File: src/gpab_pkg.sv
// Behaviour
// - Port A is eight bidirectional pins, each with a data latch that software reads and writes.
// - The port A data latch keeps its contents through reset.
// - A port A direction bit of 1 enables that pin's output buffer, 0 leaves the pin an input.
// - Reset clears all port A direction bits so every port A pin starts as an input.
// - Reading port A data returns the latch for output bits and the pin level for input bits.
// - Data latches accept writes whatever the direction, without changing what an input reads.
// - A set keyboard interrupt enable bit makes that port A pin an interrupt input with pullup.
// - Port B is eight bidirectional pins whose output drivers are open-drain, except on pins that the sharing module claims.
// - The port B data latch keeps its contents through reset; each pin follows its direction bit, except pins the sharing module claims, which follow PB_ALT_OE.
// - Each LED drive option bit enables direct LED drive on its port B pin.
// - Each pullup control bit enables the internal pullup on its port B pin.
// - A port B direction bit of 1 enables that pin's output buffer, 0 disables it.
// - Reset clears all port B direction bits so every port B pin starts as an input.
// - Reading port B data returns the latch for output bits and the pin level for input bits.
package gpab_pkg;
    typedef logic [7:0] gpab_byte_t;
    // Word indices; byte address is four times the index
    localparam logic [7:0] IDX_PORT_A_DATA = 8'h00;
    localparam logic [7:0] IDX_PORT_B_DATA = 8'h01;
    localparam logic [7:0] IDX_PORT_A_DIR = 8'h04;
    localparam logic [7:0] IDX_PORT_B_DIR = 8'h05;
    localparam logic [7:0] IDX_KBD_IRQ_EN = 8'h17;
    localparam logic [7:0] IDX_LED_DRIVE = 8'h1A;
    localparam logic [7:0] IDX_OPTION_TWO = 8'h1B;
    localparam logic [7:0] IDX_PULLUP_B = 8'h3E;
    localparam gpab_byte_t DIR_RESET = 8'h00;
    localparam gpab_byte_t OPT_RESET = 8'h00;
    localparam gpab_byte_t LATCH_INIT = 8'h00;
    localparam logic [5:0] OPT2_MASK = 6'h3F;
endpackage : gpab_pkg

File: src/gpab_pin_if.sv
interface gpab_pin_if;
    import gpab_pkg::*;
    gpab_byte_t pin_raw;
    gpab_byte_t pin_sync;
    modport sync_side (input pin_raw, output pin_sync);
    modport user_side (output pin_raw, input pin_sync);
endinterface : gpab_pin_if

File: src/gpab_sync.sv
module gpab_sync (
    // Clock and reset
    input wire logic clk,
    input wire logic rst,
    // Pins
    gpab_pin_if.sync_side pins
);
    import gpab_pkg::*;
    gpab_byte_t meta_r;
    gpab_byte_t meta_nxt;
    gpab_byte_t stable_r;
    gpab_byte_t stable_nxt;

    always_comb begin
        meta_nxt = pins.pin_raw;
        stable_nxt = meta_r;
    end

    // First stage feeds only the second
    always_ff @(posedge clk or posedge rst) begin
        if (rst) begin
            meta_r <= 8'h00;
            stable_r <= 8'h00;
        end else begin
            meta_r <= meta_nxt;
            stable_r <= stable_nxt;
        end
    end

    assign pins.pin_sync = stable_r;
endmodule : gpab_sync

File: src/gpab_top.sv
module gpab_top (
    // System
    input wire logic CLK_SYS,
    input wire logic RESET,
    // Wishbone slave
    input wire logic WB_CYC_I,
    input wire logic WB_STB_I,
    input wire logic WB_WE_I,
    input wire logic [9:0] WB_ADR_I,
    input wire logic [3:0] WB_SEL_I,
    input wire logic [31:0] WB_DAT_I,
    output logic [31:0] WB_DAT_O,
    output logic WB_ACK_O,
    // Port A pins
    input wire gpab_pkg::gpab_byte_t PA_I,
    output gpab_pkg::gpab_byte_t PA_O,
    output gpab_pkg::gpab_byte_t PA_OE,
    output gpab_pkg::gpab_byte_t PA_PULLUP,
    output gpab_pkg::gpab_byte_t KBD_IRQ_PIN,
    // Port B pins
    input wire gpab_pkg::gpab_byte_t PB_I,
    output gpab_pkg::gpab_byte_t PB_O,
    output gpab_pkg::gpab_byte_t PB_OE,
    output gpab_pkg::gpab_byte_t PB_PULLUP,
    output gpab_pkg::gpab_byte_t PB_LED_DRIVE,
    // Port B sharing module claim
    input wire gpab_pkg::gpab_byte_t PB_ALT_CLAIM,
    input wire gpab_pkg::gpab_byte_t PB_ALT_OUT,
    input wire gpab_pkg::gpab_byte_t PB_ALT_OE,
    // Option register two contents
    output logic [5:0] OPTION_TWO
);
    import gpab_pkg::*;

    gpab_pin_if pa_if ();
    gpab_pin_if pb_if ();
    gpab_pin_if claim_if ();
    gpab_pin_if alt_out_if ();
    gpab_pin_if alt_oe_if ();

    assign pa_if.pin_raw = PA_I;
    assign pb_if.pin_raw = PB_I;
    assign claim_if.pin_raw = PB_ALT_CLAIM;
    assign alt_out_if.pin_raw = PB_ALT_OUT;
    assign alt_oe_if.pin_raw = PB_ALT_OE;

    // Pins and the sharing module come from outside this clock
    gpab_sync u_sync_a (.clk(CLK_SYS), .rst(RESET), .pins(pa_if.sync_side));
    gpab_sync u_sync_b (.clk(CLK_SYS), .rst(RESET), .pins(pb_if.sync_side));
    gpab_sync u_sync_c (.clk(CLK_SYS), .rst(RESET), .pins(claim_if.sync_side));
    gpab_sync u_sync_o (.clk(CLK_SYS), .rst(RESET), .pins(alt_out_if.sync_side));
    gpab_sync u_sync_e (.clk(CLK_SYS), .rst(RESET), .pins(alt_oe_if.sync_side));

    gpab_byte_t pa_pin;
    gpab_byte_t pb_pin;
    gpab_byte_t claim;
    assign pa_pin = pa_if.pin_sync;
    assign pb_pin = pb_if.pin_sync;
    assign claim = claim_if.pin_sync;

    // Registers
    gpab_byte_t port_a_data_latch_r, port_a_data_latch_nxt;
    gpab_byte_t port_b_data_latch_r, port_b_data_latch_nxt;
    gpab_byte_t port_a_direction_r, port_a_direction_nxt;
    gpab_byte_t port_b_direction_r, port_b_direction_nxt;
    gpab_byte_t keyboard_irq_enable_reg_r, keyboard_irq_enable_reg_nxt;
    gpab_byte_t led_drive_option_r, led_drive_option_nxt;
    logic [5:0] port_option_two_r, port_option_two_nxt;
    gpab_byte_t port_b_pullup_control_r, port_b_pullup_control_nxt;
    logic ack_r, ack_nxt;
    logic [31:0] rdata_r, rdata_nxt;

    logic req;
    logic wr_en;
    logic [7:0] idx;
    assign req = WB_CYC_I && WB_STB_I && !ack_r;
    assign wr_en = req && WB_WE_I && WB_SEL_I[0];
    assign idx = WB_ADR_I[9:2];

    // Register file and bus answer
    always_comb begin
        port_a_data_latch_nxt = port_a_data_latch_r;
        port_b_data_latch_nxt = port_b_data_latch_r;
        port_a_direction_nxt = port_a_direction_r;
        port_b_direction_nxt = port_b_direction_r;
        keyboard_irq_enable_reg_nxt = keyboard_irq_enable_reg_r;
        led_drive_option_nxt = led_drive_option_r;
        port_option_two_nxt = port_option_two_r;
        port_b_pullup_control_nxt = port_b_pullup_control_r;
        ack_nxt = req;
        rdata_nxt = 32'h0000_0000;
        if (wr_en) begin
            case (idx)
                IDX_PORT_A_DATA: port_a_data_latch_nxt = WB_DAT_I[7:0];
                IDX_PORT_B_DATA: port_b_data_latch_nxt = WB_DAT_I[7:0];
                IDX_PORT_A_DIR: port_a_direction_nxt = WB_DAT_I[7:0];
                IDX_PORT_B_DIR: port_b_direction_nxt = WB_DAT_I[7:0];
                IDX_KBD_IRQ_EN: keyboard_irq_enable_reg_nxt = WB_DAT_I[7:0];
                IDX_LED_DRIVE: led_drive_option_nxt = WB_DAT_I[7:0];
                IDX_OPTION_TWO: port_option_two_nxt = WB_DAT_I[5:0] & OPT2_MASK;
                IDX_PULLUP_B: port_b_pullup_control_nxt = WB_DAT_I[7:0];
                default: begin
                end
            endcase
        end
        if (req && !WB_WE_I) begin
            case (idx)
                // Latch for outputs, pin level for inputs
                IDX_PORT_A_DATA: rdata_nxt[7:0] = (port_a_direction_r & port_a_data_latch_r)
                    | (~port_a_direction_r & pa_pin);
                IDX_PORT_B_DATA: rdata_nxt[7:0] = (port_b_direction_r & port_b_data_latch_r)
                    | (~port_b_direction_r & pb_pin);
                IDX_PORT_A_DIR: rdata_nxt[7:0] = port_a_direction_r;
                IDX_PORT_B_DIR: rdata_nxt[7:0] = port_b_direction_r;
                IDX_KBD_IRQ_EN: rdata_nxt[7:0] = keyboard_irq_enable_reg_r;
                IDX_LED_DRIVE: rdata_nxt[7:0] = led_drive_option_r;
                IDX_OPTION_TWO: rdata_nxt[5:0] = port_option_two_r;
                IDX_PULLUP_B: rdata_nxt[7:0] = port_b_pullup_control_r;
                default: rdata_nxt = 32'h0000_0000;
            endcase
        end
    end

    // Data latches carry no reset so they survive it
    always_ff @(posedge CLK_SYS) begin
        port_a_data_latch_r <= port_a_data_latch_nxt;
        port_b_data_latch_r <= port_b_data_latch_nxt;
    end

    always_ff @(posedge CLK_SYS or posedge RESET) begin
        if (RESET) begin
            port_a_direction_r <= DIR_RESET;
            port_b_direction_r <= DIR_RESET;
            keyboard_irq_enable_reg_r <= OPT_RESET;
            led_drive_option_r <= OPT_RESET;
            port_option_two_r <= 6'h00;
            port_b_pullup_control_r <= OPT_RESET;
            ack_r <= 1'b0;
            rdata_r <= 32'h0000_0000;
        end else begin
            port_a_direction_r <= port_a_direction_nxt;
            port_b_direction_r <= port_b_direction_nxt;
            keyboard_irq_enable_reg_r <= keyboard_irq_enable_reg_nxt;
            led_drive_option_r <= led_drive_option_nxt;
            port_option_two_r <= port_option_two_nxt;
            port_b_pullup_control_r <= port_b_pullup_control_nxt;
            ack_r <= ack_nxt;
            rdata_r <= rdata_nxt;
        end
    end

    // Pin drivers
    gpab_byte_t pa_o_nxt, pa_oe_nxt, pa_pu_nxt, kbd_nxt;
    gpab_byte_t pb_o_nxt, pb_oe_nxt, pb_pu_nxt, pb_led_nxt;
    gpab_byte_t pa_o_r, pa_oe_r, pa_pu_r, kbd_r;
    gpab_byte_t pb_o_r, pb_oe_r, pb_pu_r, pb_led_r;

    for (genvar i = 0; i < 8; i++) begin : g_pin
        always_comb begin
            // Keyboard claim turns the pin into a pulled-up input
            if (keyboard_irq_enable_reg_r[i]) begin
                pa_oe_nxt[i] = 1'b0;
                pa_pu_nxt[i] = 1'b1;
            end else begin
                pa_oe_nxt[i] = port_a_direction_r[i];
                pa_pu_nxt[i] = 1'b0;
            end
            pa_o_nxt[i] = port_a_data_latch_r[i];
            kbd_nxt[i] = keyboard_irq_enable_reg_r[i] & pa_pin[i];
            if (claim[i]) begin
                pb_o_nxt[i] = alt_out_if.pin_sync[i];
                pb_oe_nxt[i] = alt_oe_if.pin_sync[i];
            end else begin
                // Open drain: drive only low, release for a one
                pb_o_nxt[i] = 1'b0;
                pb_oe_nxt[i] = port_b_direction_r[i] & ~port_b_data_latch_r[i];
            end
            pb_pu_nxt[i] = port_b_pullup_control_r[i];
            pb_led_nxt[i] = led_drive_option_r[i];
        end
    end

    always_ff @(posedge CLK_SYS or posedge RESET) begin
        if (RESET) begin
            pa_o_r <= LATCH_INIT;
            pa_oe_r <= DIR_RESET;
            pa_pu_r <= OPT_RESET;
            kbd_r <= OPT_RESET;
            pb_o_r <= LATCH_INIT;
            pb_oe_r <= DIR_RESET;
            pb_pu_r <= OPT_RESET;
            pb_led_r <= OPT_RESET;
        end else begin
            pa_o_r <= pa_o_nxt;
            pa_oe_r <= pa_oe_nxt;
            pa_pu_r <= pa_pu_nxt;
            kbd_r <= kbd_nxt;
            pb_o_r <= pb_o_nxt;
            pb_oe_r <= pb_oe_nxt;
            pb_pu_r <= pb_pu_nxt;
            pb_led_r <= pb_led_nxt;
        end
    end

    assign WB_DAT_O = rdata_r;
    assign WB_ACK_O = ack_r;
    assign PA_O = pa_o_r;
    assign PA_OE = pa_oe_r;
    assign PA_PULLUP = pa_pu_r;
    assign KBD_IRQ_PIN = kbd_r;
    assign PB_O = pb_o_r;
    assign PB_OE = pb_oe_r;
    assign PB_PULLUP = pb_pu_r;
    assign PB_LED_DRIVE = pb_led_r;
    assign OPTION_TWO = port_option_two_r;
endmodule : gpab_top
File: config.mk
export PLATFORM = sky130hd
export DESIGN_NAME = gpab_top
export DESIGN_NICKNAME = d
export VERILOG_FILES = /design/src/gpab_pkg.sv /design/src/gpab_pin_if.sv /design/src/gpab_sync.sv /design/src/gpab_top.sv
export SDC_FILE = /design/constraint.sdc
export NUM_CORES = 1
export LEC_CHECK = 0
export BUFFER_PORTS_ARGS = -buffer_cell sky130_fd_sc_hd__buf_4
export CORE_MARGIN = 1.5
export CORE_UTILIZATION = 25
export DETAILED_ROUTE_END_ITERATION = 8
export GPL_TIMING_DRIVEN = 0
export SYNTH_ARGS = -nofsm -noshare
export SYNTH_HDL_FRONTEND = slang
export SYNTH_SLANG_ARGS = --single-unit
export TNS_END_PERCENT = 30
File: constraint.sdc
create_clock -name CLK_SYS -period 7.3 [get_ports CLK_SYS]
set_input_delay 1.825 -clock CLK_SYS [delete_from_list [all_inputs] [get_ports CLK_SYS]]
set_output_delay 1.825 -clock CLK_SYS [all_outputs]
set_load 0.01 [all_outputs]
==> impl_results.md, run 1 <==
- Status: complete, no violations
- Global-route wire length before repair: 28.8 mm
- Core area: 28,900 um^2
- Crit path max fanout: 10
- Unique masters post-synth: 48
- Final Util: 34.2%
- Syn. warnings: 0
- Fin area: 9880 um^2
- Minimum clock period: 4.00 ns
- WL final: 19.1 mm
- Placed cell areas: 9050 um^2
- Mapped Cells: 468
- Worst path required time: 7.59 ns
- Post-DP HPWL: 12.9 mm
- Final hold violations: 0
- WL/cell: 17.9 um
- Max Slew Vio Count: 0
- Fmax: 0.250 GHz
- Vias: 4,340
- Slew margin rel.: 4.40%
- Slowest cell on the critical path: o31ai_1
- Initial antenna violation count: 0
- Num rows: 62
- Drc violations: 0
- First drt pass iteration count: 4
- CTS H-Tree Depth: 1
- Port Buffer Count: 138
- Initial detailed-routing violation count: 306
- Final RePlAce weighted congestion: 0.764
- Crit path DAT: 4.29 ns
- Cell type group with the largest total delay on the critical path: compound AO/OA/AOI/OAI gates
- Ys async rst share: 92.6%
- Average size of a mapped cell: 15.7 um^2
- DIE AREA: 30,500 um^2
- Final period utilization: 54.8%
- Die Ht: 175 um
- Clk buf depth: 3
- Setup violations, final: 0
- CP startpoint kind: primary input
- Layout area overhead: 34.1%
- Clock Sinks: 215
- Max-cap violation count: 0
- Fraction of layout cells with a size suffix above 1: 41.3%
- Clk pin slew, worst setup/hold paths: 0.06 ns
- Static Leak: 4.67 nW
- Pwr Total: 2.59 mW
- Most frequent cells in the layout: 199 x dfrtp_1, 163 x buf_4, 54 x mux2_2, 25 x clkbuf_16, 24 x conb_1
- Largest net degree at the start of global routing: 112
- Nets@finish: 751
- Worst Tran Pin Value: 1.42 ns
- DIE WIDTH: 175 um
- Seq/Total Area, Yosys: 74.1%
- Avg Vias per Cell: 4.09
- # diodes: 0
- Setup Buffers After CTS: 0
- PostCTS Resize Cnt: 0
- Clk_lat worst skew: 0.51 ns
- Total track usage: 12.6%
- Pwr/cell area: 262 nW/um^2
- Critical Path Max Stage Delay: 1.12 ns
- Initial Utilization: 25.5%
- Top FF cell, synth: dfrtp_1
- Worst path bufs/invs: 2
- Grt total ovfl: 0
- Worst VDD drop: 0.000154 V
- Hold/Removal Path Class: flip-flop to flip-flop
- Vias in the first global route: 4,646
- Total CTS buffers: 25
- Synthesized flop and latch total: 215
- Crit-path cells: clkbuf_1 -> nand2b_1 -> nor3_1 -> buf_4 -> o31ai_1 -> a41oi_1
- Clk_skew: 0.00780 ns
- Most common cell after layout, fill and taps aside: dfrtp_1
- RSZ-0062 raised after global routing: no
- DRT antenna net count: 0
- Io pins: 194
- Root buffer cell: clkbuf_16
- Critical path start-end classification: primary input to flip-flop
- CTS tree: yes
- Post-synthesis instance area: 7370 um^2
- Cts hold-fix bufs: 0
- EDFF count, synth: 16
- CP Capture Type: flip-flop
## area by class of cell
type                    count  area, um^2
inverters                   7        33.8
flip-flops and latches    215        5460
well taps                 384         480
clock inverters             6        63.8
repair buffers            142        1090
clock buffers              39         768
fillers                  2866       19000
plain buffers              40         255
multi-input cells         229        1730
## layer usage
metal / track usage (%) / vias to the layer above / wire [um]
met2: 20.3 / 141 / 9010
met1: 16.6 / 2182 / 8170
met4: 3.60 / 0 / 442
li1: - / 1982 / -
met5: 0 / - / 0
met3: 3.59 / 35 / 1430
## per-stage QoR
stage               TNS, ns  worst slack, ns  hold slack, ns  instances
detailed placement        0             2.83           0.335       1017
global route              0             3.20           0.349       1062
global placement    -458.72            -2.33           0.332       1013
floorplan                 0           0.0493           0.331        491
CTS                       0             3.34           0.344       1062
finish                    0             3.30           0.342       1062
## synthesized netlist by cell type, drive strengths merged, types with 2 or more instances
library cell | number | area, um^2
nand2b | 5 | 31.3
dfrtp | 199 | 4980
buf | 32 | 224
clkbuf | 8 | 31.3
nand2 | 14 | 52.6
a31oi | 3 | 18.8
a21oi | 7 | 35.0
inv | 7 | 26.3
nand3 | 8 | 40.0
or3b | 2 | 17.5
a32o | 6 | 60.1
and3b | 2 | 17.5
nor2 | 8 | 30.0
a22o | 6 | 52.6
o31ai | 8 | 60.1
o211a | 2 | 20.0
nor3 | 11 | 65.1
nor2b | 10 | 62.6
o211ai | 5 | 37.5
a41oi | 5 | 43.8
nor3b | 2 | 25.0
a22oi | 3 | 22.5
and2 | 16 | 100
or4 | 2 | 18.8
nor4 | 4 | 46.3
mux2 | 54 | 608
edfxtp | 16 | 480
nand3b | 2 | 15.0
o21ai | 10 | 50.1
## worst register-to-register path: stages (launching register included)
cell	delay [ns]
dfrtp_1	0.37
and3b_1	0.32
nand4_1	0.25
nor3_2	0.99
mux2_2	0.43
## final timing paths
path	startpoint	to	slack, ns	cells after the start
worst max-delay path	WB_ADR_I[4]	WB_DAT_O[4]	3.30	6
min in group asynchronous	RESET	u_sync_o.meta_r[1]	1.41	2
max in group asynchronous	RESET	KBD_IRQ_PIN[7]	4.88	3
worst min register to register	u_sync_b.meta_r[1]	u_sync_b.pins.pin_sync[1]	0.34	0
worst max register to register	WB_ACK_O	port_b_direction_r[4]	4.83	4
worst min-delay path	u_sync_b.meta_r[1]	u_sync_b.pins.pin_sync[1]	0.34	0
## cells by family (layout without fill, tap and decap cells)
kind of cell | after synthesis | in the layout | synth area share, %
AOI/OAI and AO/OA | 59 | 59 | 5.91
other | 1 | 24 | 0.0509
muxes | 55 | 55 | 8.39
DFF | 215 | 215 | 74.1
buffers and inverters | 47 | 234 | 3.82
and+or+nand+nor | 91 | 91 | 7.74
## power by group
group	leakage [nW]	switching (mW)	internal [mW]
combinational	1.56	0.0661	0.0506
clock	0.405	0.476	0.755
sequential	2.70	0.0107	1.23
(Power assumes the default switching activity.)
==> run 2: changes to the inputs <==
--- a/config.mk
+++ b/config.mk
@@ -5,6 +5,7 @@
 export SDC_FILE = /design/constraint.sdc
 export NUM_CORES = 1
 export LEC_CHECK = 0
+export ABC_AREA = 1
 export BUFFER_PORTS_ARGS = -buffer_cell sky130_fd_sc_hd__buf_4
 export CORE_MARGIN = 1.5
 export CORE_UTILIZATION = 25
==> constraint.sdc (replaced) <==
create_clock -name CLK_SYS -period 3.25 [get_ports CLK_SYS]
set_input_delay 0.8125 -clock CLK_SYS [delete_from_list [all_inputs] [get_ports CLK_SYS]]
set_output_delay 0.8125 -clock CLK_SYS [all_outputs]
set_load 0.01 [all_outputs]
==> run 2 against run 1 <==
Sequential cell count is the same. Clock power grew 140%. Synthesized area grew 5.6%. Worst hold slack lost 0.0012 ns. Global-route usage shrank 0.82 points. Routed wire length shrank 0.99%. Critical path depth is the same. Critical path type unchanged. Sequential share of layout area shrank 2.7 points. Highest routed layer unchanged. Via count grew 18%. Largest cell class unchanged.
==> impl_results.md, run 2 <==
- Final period utilization: 69.9%
- Critical path start-end classification: primary input to flip-flop
- Critical path depth: 6
- Initial Utilization: 25.4%
- Num rows: 64
- Final Util: 34.0%
- CTS tree: yes
- CTS H-Tree Depth: 1
- Hold/Removal Path Class: primary input to asynchronous set/reset pin
- CP Capture Type: flip-flop
- Setup violations, final: 0
- Crit-path cells: buf_4 -> nor2_1 -> nand2_2 -> nor2_4 -> inv_2 -> nor2_1
- Clk buf depth: 3
- EDFF count, synth: 16
- Final hold violations: 0
- Placed cell areas: 9530 um^2
- Ys async rst share: 92.6%
- Die Ht: 179 um
- Most common cell on crit path: nor2_1
- Comb pwr share: 4.8%
- Crit path max fanout: 10
- Setup Buffers After CTS: 0
- WL final: 18.9 mm
- Worst VDD drop: 0.000353 V
- Multi-input logic area: 1870 um^2
- DIE WIDTH: 179 um
- Status: complete, no violations
- RSZ-0062 raised after global routing: no
- Finished Layout Cells: 1,298
- Placed Cells: 1,253
- Top FF cell, synth: dfrtp_1
- WL/cell: 14.5 um
- Nets@finish: 975
- Slew margin rel.: 31.2%
- Grt total ovfl: 0
- Total CTS buffers: 25
- Clk pin slew, worst setup/hold paths: 0.06 ns
- DRT antenna net count: 0
- Top cells by instance count after synthesis: 199 x dfrtp_1, 170 x nand2_1, 69 x inv_1
- Most common cell after layout, fill and taps aside: dfrtp_1
- Post-DP HPWL: 13.9 mm
- Syn. warnings: 0
- Worst path required time: 3.38 ns
- Count leader, synth: dfrtp_1
- Sw frac: 21.4%
- Initial detailed-routing violation count: 319
- Seq/Total Area, Yosys: 70.2%
- First drt pass iteration count: 4
- Pwr Total: 6.01 mW
- Io pins: 194
- Fmax: 0.440 GHz
- Final RePlAce weighted congestion: 0.815
- Clock Sinks: 215
- Cts hold-fix bufs: 0
- Crit path DAT: 2.40 ns
- Setup TNS Final: 0 ns
- Yosys top cell area share: 64.0%
- Drc violations: 0
- Vias: 5,108
- Worst path bufs/invs: 2
- Global-route wire length before repair: 28.4 mm
- Reg2Reg Depth: 3
- DIE AREA: 32,200 um^2
- Mapped Cells: 688
- Post-synthesis instance area: 7780 um^2
- Clk_lat worst skew: 0.52 ns
- Fraction of layout cells with a size suffix above 1: 28.5%
- Static Leak: 5.30 nW
- Max-cap violation count: 0
- Synth area leaders: dfrtp_1 64%, nand2_1 8.2%, edfxtp_1 6.2%
- Initial antenna violation count: 0
- Leading area contributor after synthesis: dfrtp_1
- Slowest cell on the critical path: nor2_1
- Cell type group with the largest total delay on the critical path: simple AND/OR/NAND/NOR gates
- Port Buffer Count: 140
- Unique masters post-synth: 29
- # diodes: 0
- PostCTS Resize Cnt: 0
- Synthesized flop and latch total: 215
- Pwr/cell area: 579 nW/um^2
- Largest net degree at the start of global routing: 41
- Avg Vias per Cell: 3.94
- Seq pwr share: 46.6%
- CP startpoint kind: primary input
- FF/Latch Area: 5460 um^2
- Critical Path Max Stage Delay: 0.78 ns
- Core area: 30,600 um^2
- Worst Tran Pin Value: 1.03 ns
- Total track usage: 11.8%
- Fillers: 3,098
- Clk_skew: 0.0128 ns
- Root buffer cell: clkbuf_16
- Vias in the first global route: 4,979
- Fin area: 10,400 um^2
- Layout area overhead: 33.6%
- Sw Pwr: 1.28 mW
- Clock Power Share: 48.6%
- Internal power: 4.73 mW
- Minimum clock period: 2.27 ns
- Max Slew Vio Count: 0
- Average size of a mapped cell: 11.3 um^2
- Most frequent cells in the layout: 199 x dfrtp_1, 170 x nand2_1, 169 x buf_4, 68 x inv_1, 57 x nand3_1
run 2: cell count changes after synthesis, sizes merged, moves of 6 or more:
cell	delta
nand2	+167
inv	+66
nand3	+55
mux2	-54
nor2	+51
o21ai	+30
and2	-16
nor2b	-10
nor3	-10
clkbuf	-8
a22o	-6
a32o	-6
run 2: worst paths after layout:
| kind | startpoint | to | slack, ns |
|---|---|---|---|
| max | WB_ADR_I[7] | pa_o_nxt[6] | 0.98 |
| min | RESET | u_sync_o.pins.pin_sync[1] | 0.34 |
| max reg2reg | WB_ACK_O | pa_o_nxt[6] | 1.27 |
| min reg2reg | u_sync_b.meta_r[1] | u_sync_b.pins.pin_sync[1] | 0.34 |
| max in group asynchronous | RESET | KBD_IRQ_PIN[3] | 1.78 |
| min in group CLK_SYS | u_sync_b.meta_r[1] | u_sync_b.pins.pin_sync[1] | 0.34 |
run 2: worst reg2reg max path: stages (launching register included):
cell,delay (ns)
dfrtp_1,0.41
nor2_2,0.19
nand3_4,0.17
nor2_1,0.83
run 2: per-layer routing:
layer	track usage, %	share of wire [%]
met5	0	0
met4	3.34	2.0
met3	3.16	7.6
met2	19.5	48
met1	15.2	43
run 2: layout make-up:
type	count	area share, %
sequential	215	52.5
multi-input combinational	388	18.0
timing repair buffer	146	11.1
clock buffer	35	6.78
tap	396	4.77
inverter	74	2.74
buffer	34	2.46
clock inverter	10	1.55
run 2: per-stage QoR:
| step | setup WS, ns | hold WS, ns |
|---|---|---|
| after floorplan | -0.137 | 0.331 |
| after global placement | -1.36 | 0.331 |
| final | 0.979 | 0.341 |
| after global routing | 0.796 | 0.352 |
| after CTS | 0.928 | 0.332 |
| after detailed placement | 0.391 | 0.335 |
run 2: cells by family (layout without fill, tap and decap cells):
| logic type | after synthesis | in the layout | share of synthesized area [%] |
|---|---|---|---|
| buf+inv | 108 | 299 | 6.90 |
| other cells | 1 | 24 | 0.0482 |
| compound gates | 56 | 56 | 3.92 |
| simple gates | 308 | 308 | 18.9 |
| flops | 215 | 215 | 70.2 |
run 2: power groups by stage:
| stage | logic [mW] | registers, mW | clock network [mW] |
|---|---|---|---|
| 6_report | 0.288 | 2.80 | 2.92 |
| 5_1_grt | 0.323 | 2.81 | 3.13 |
| 4_1_cts | 0.295 | 2.80 | 3.02 |
| 3_5_place_dp | 0.295 | 2.85 | 0 |
| 3_3_place_gp | 0.275 | 2.85 | 0 |
| 2_1_floorplan | 0.140 | 2.85 | 0 |
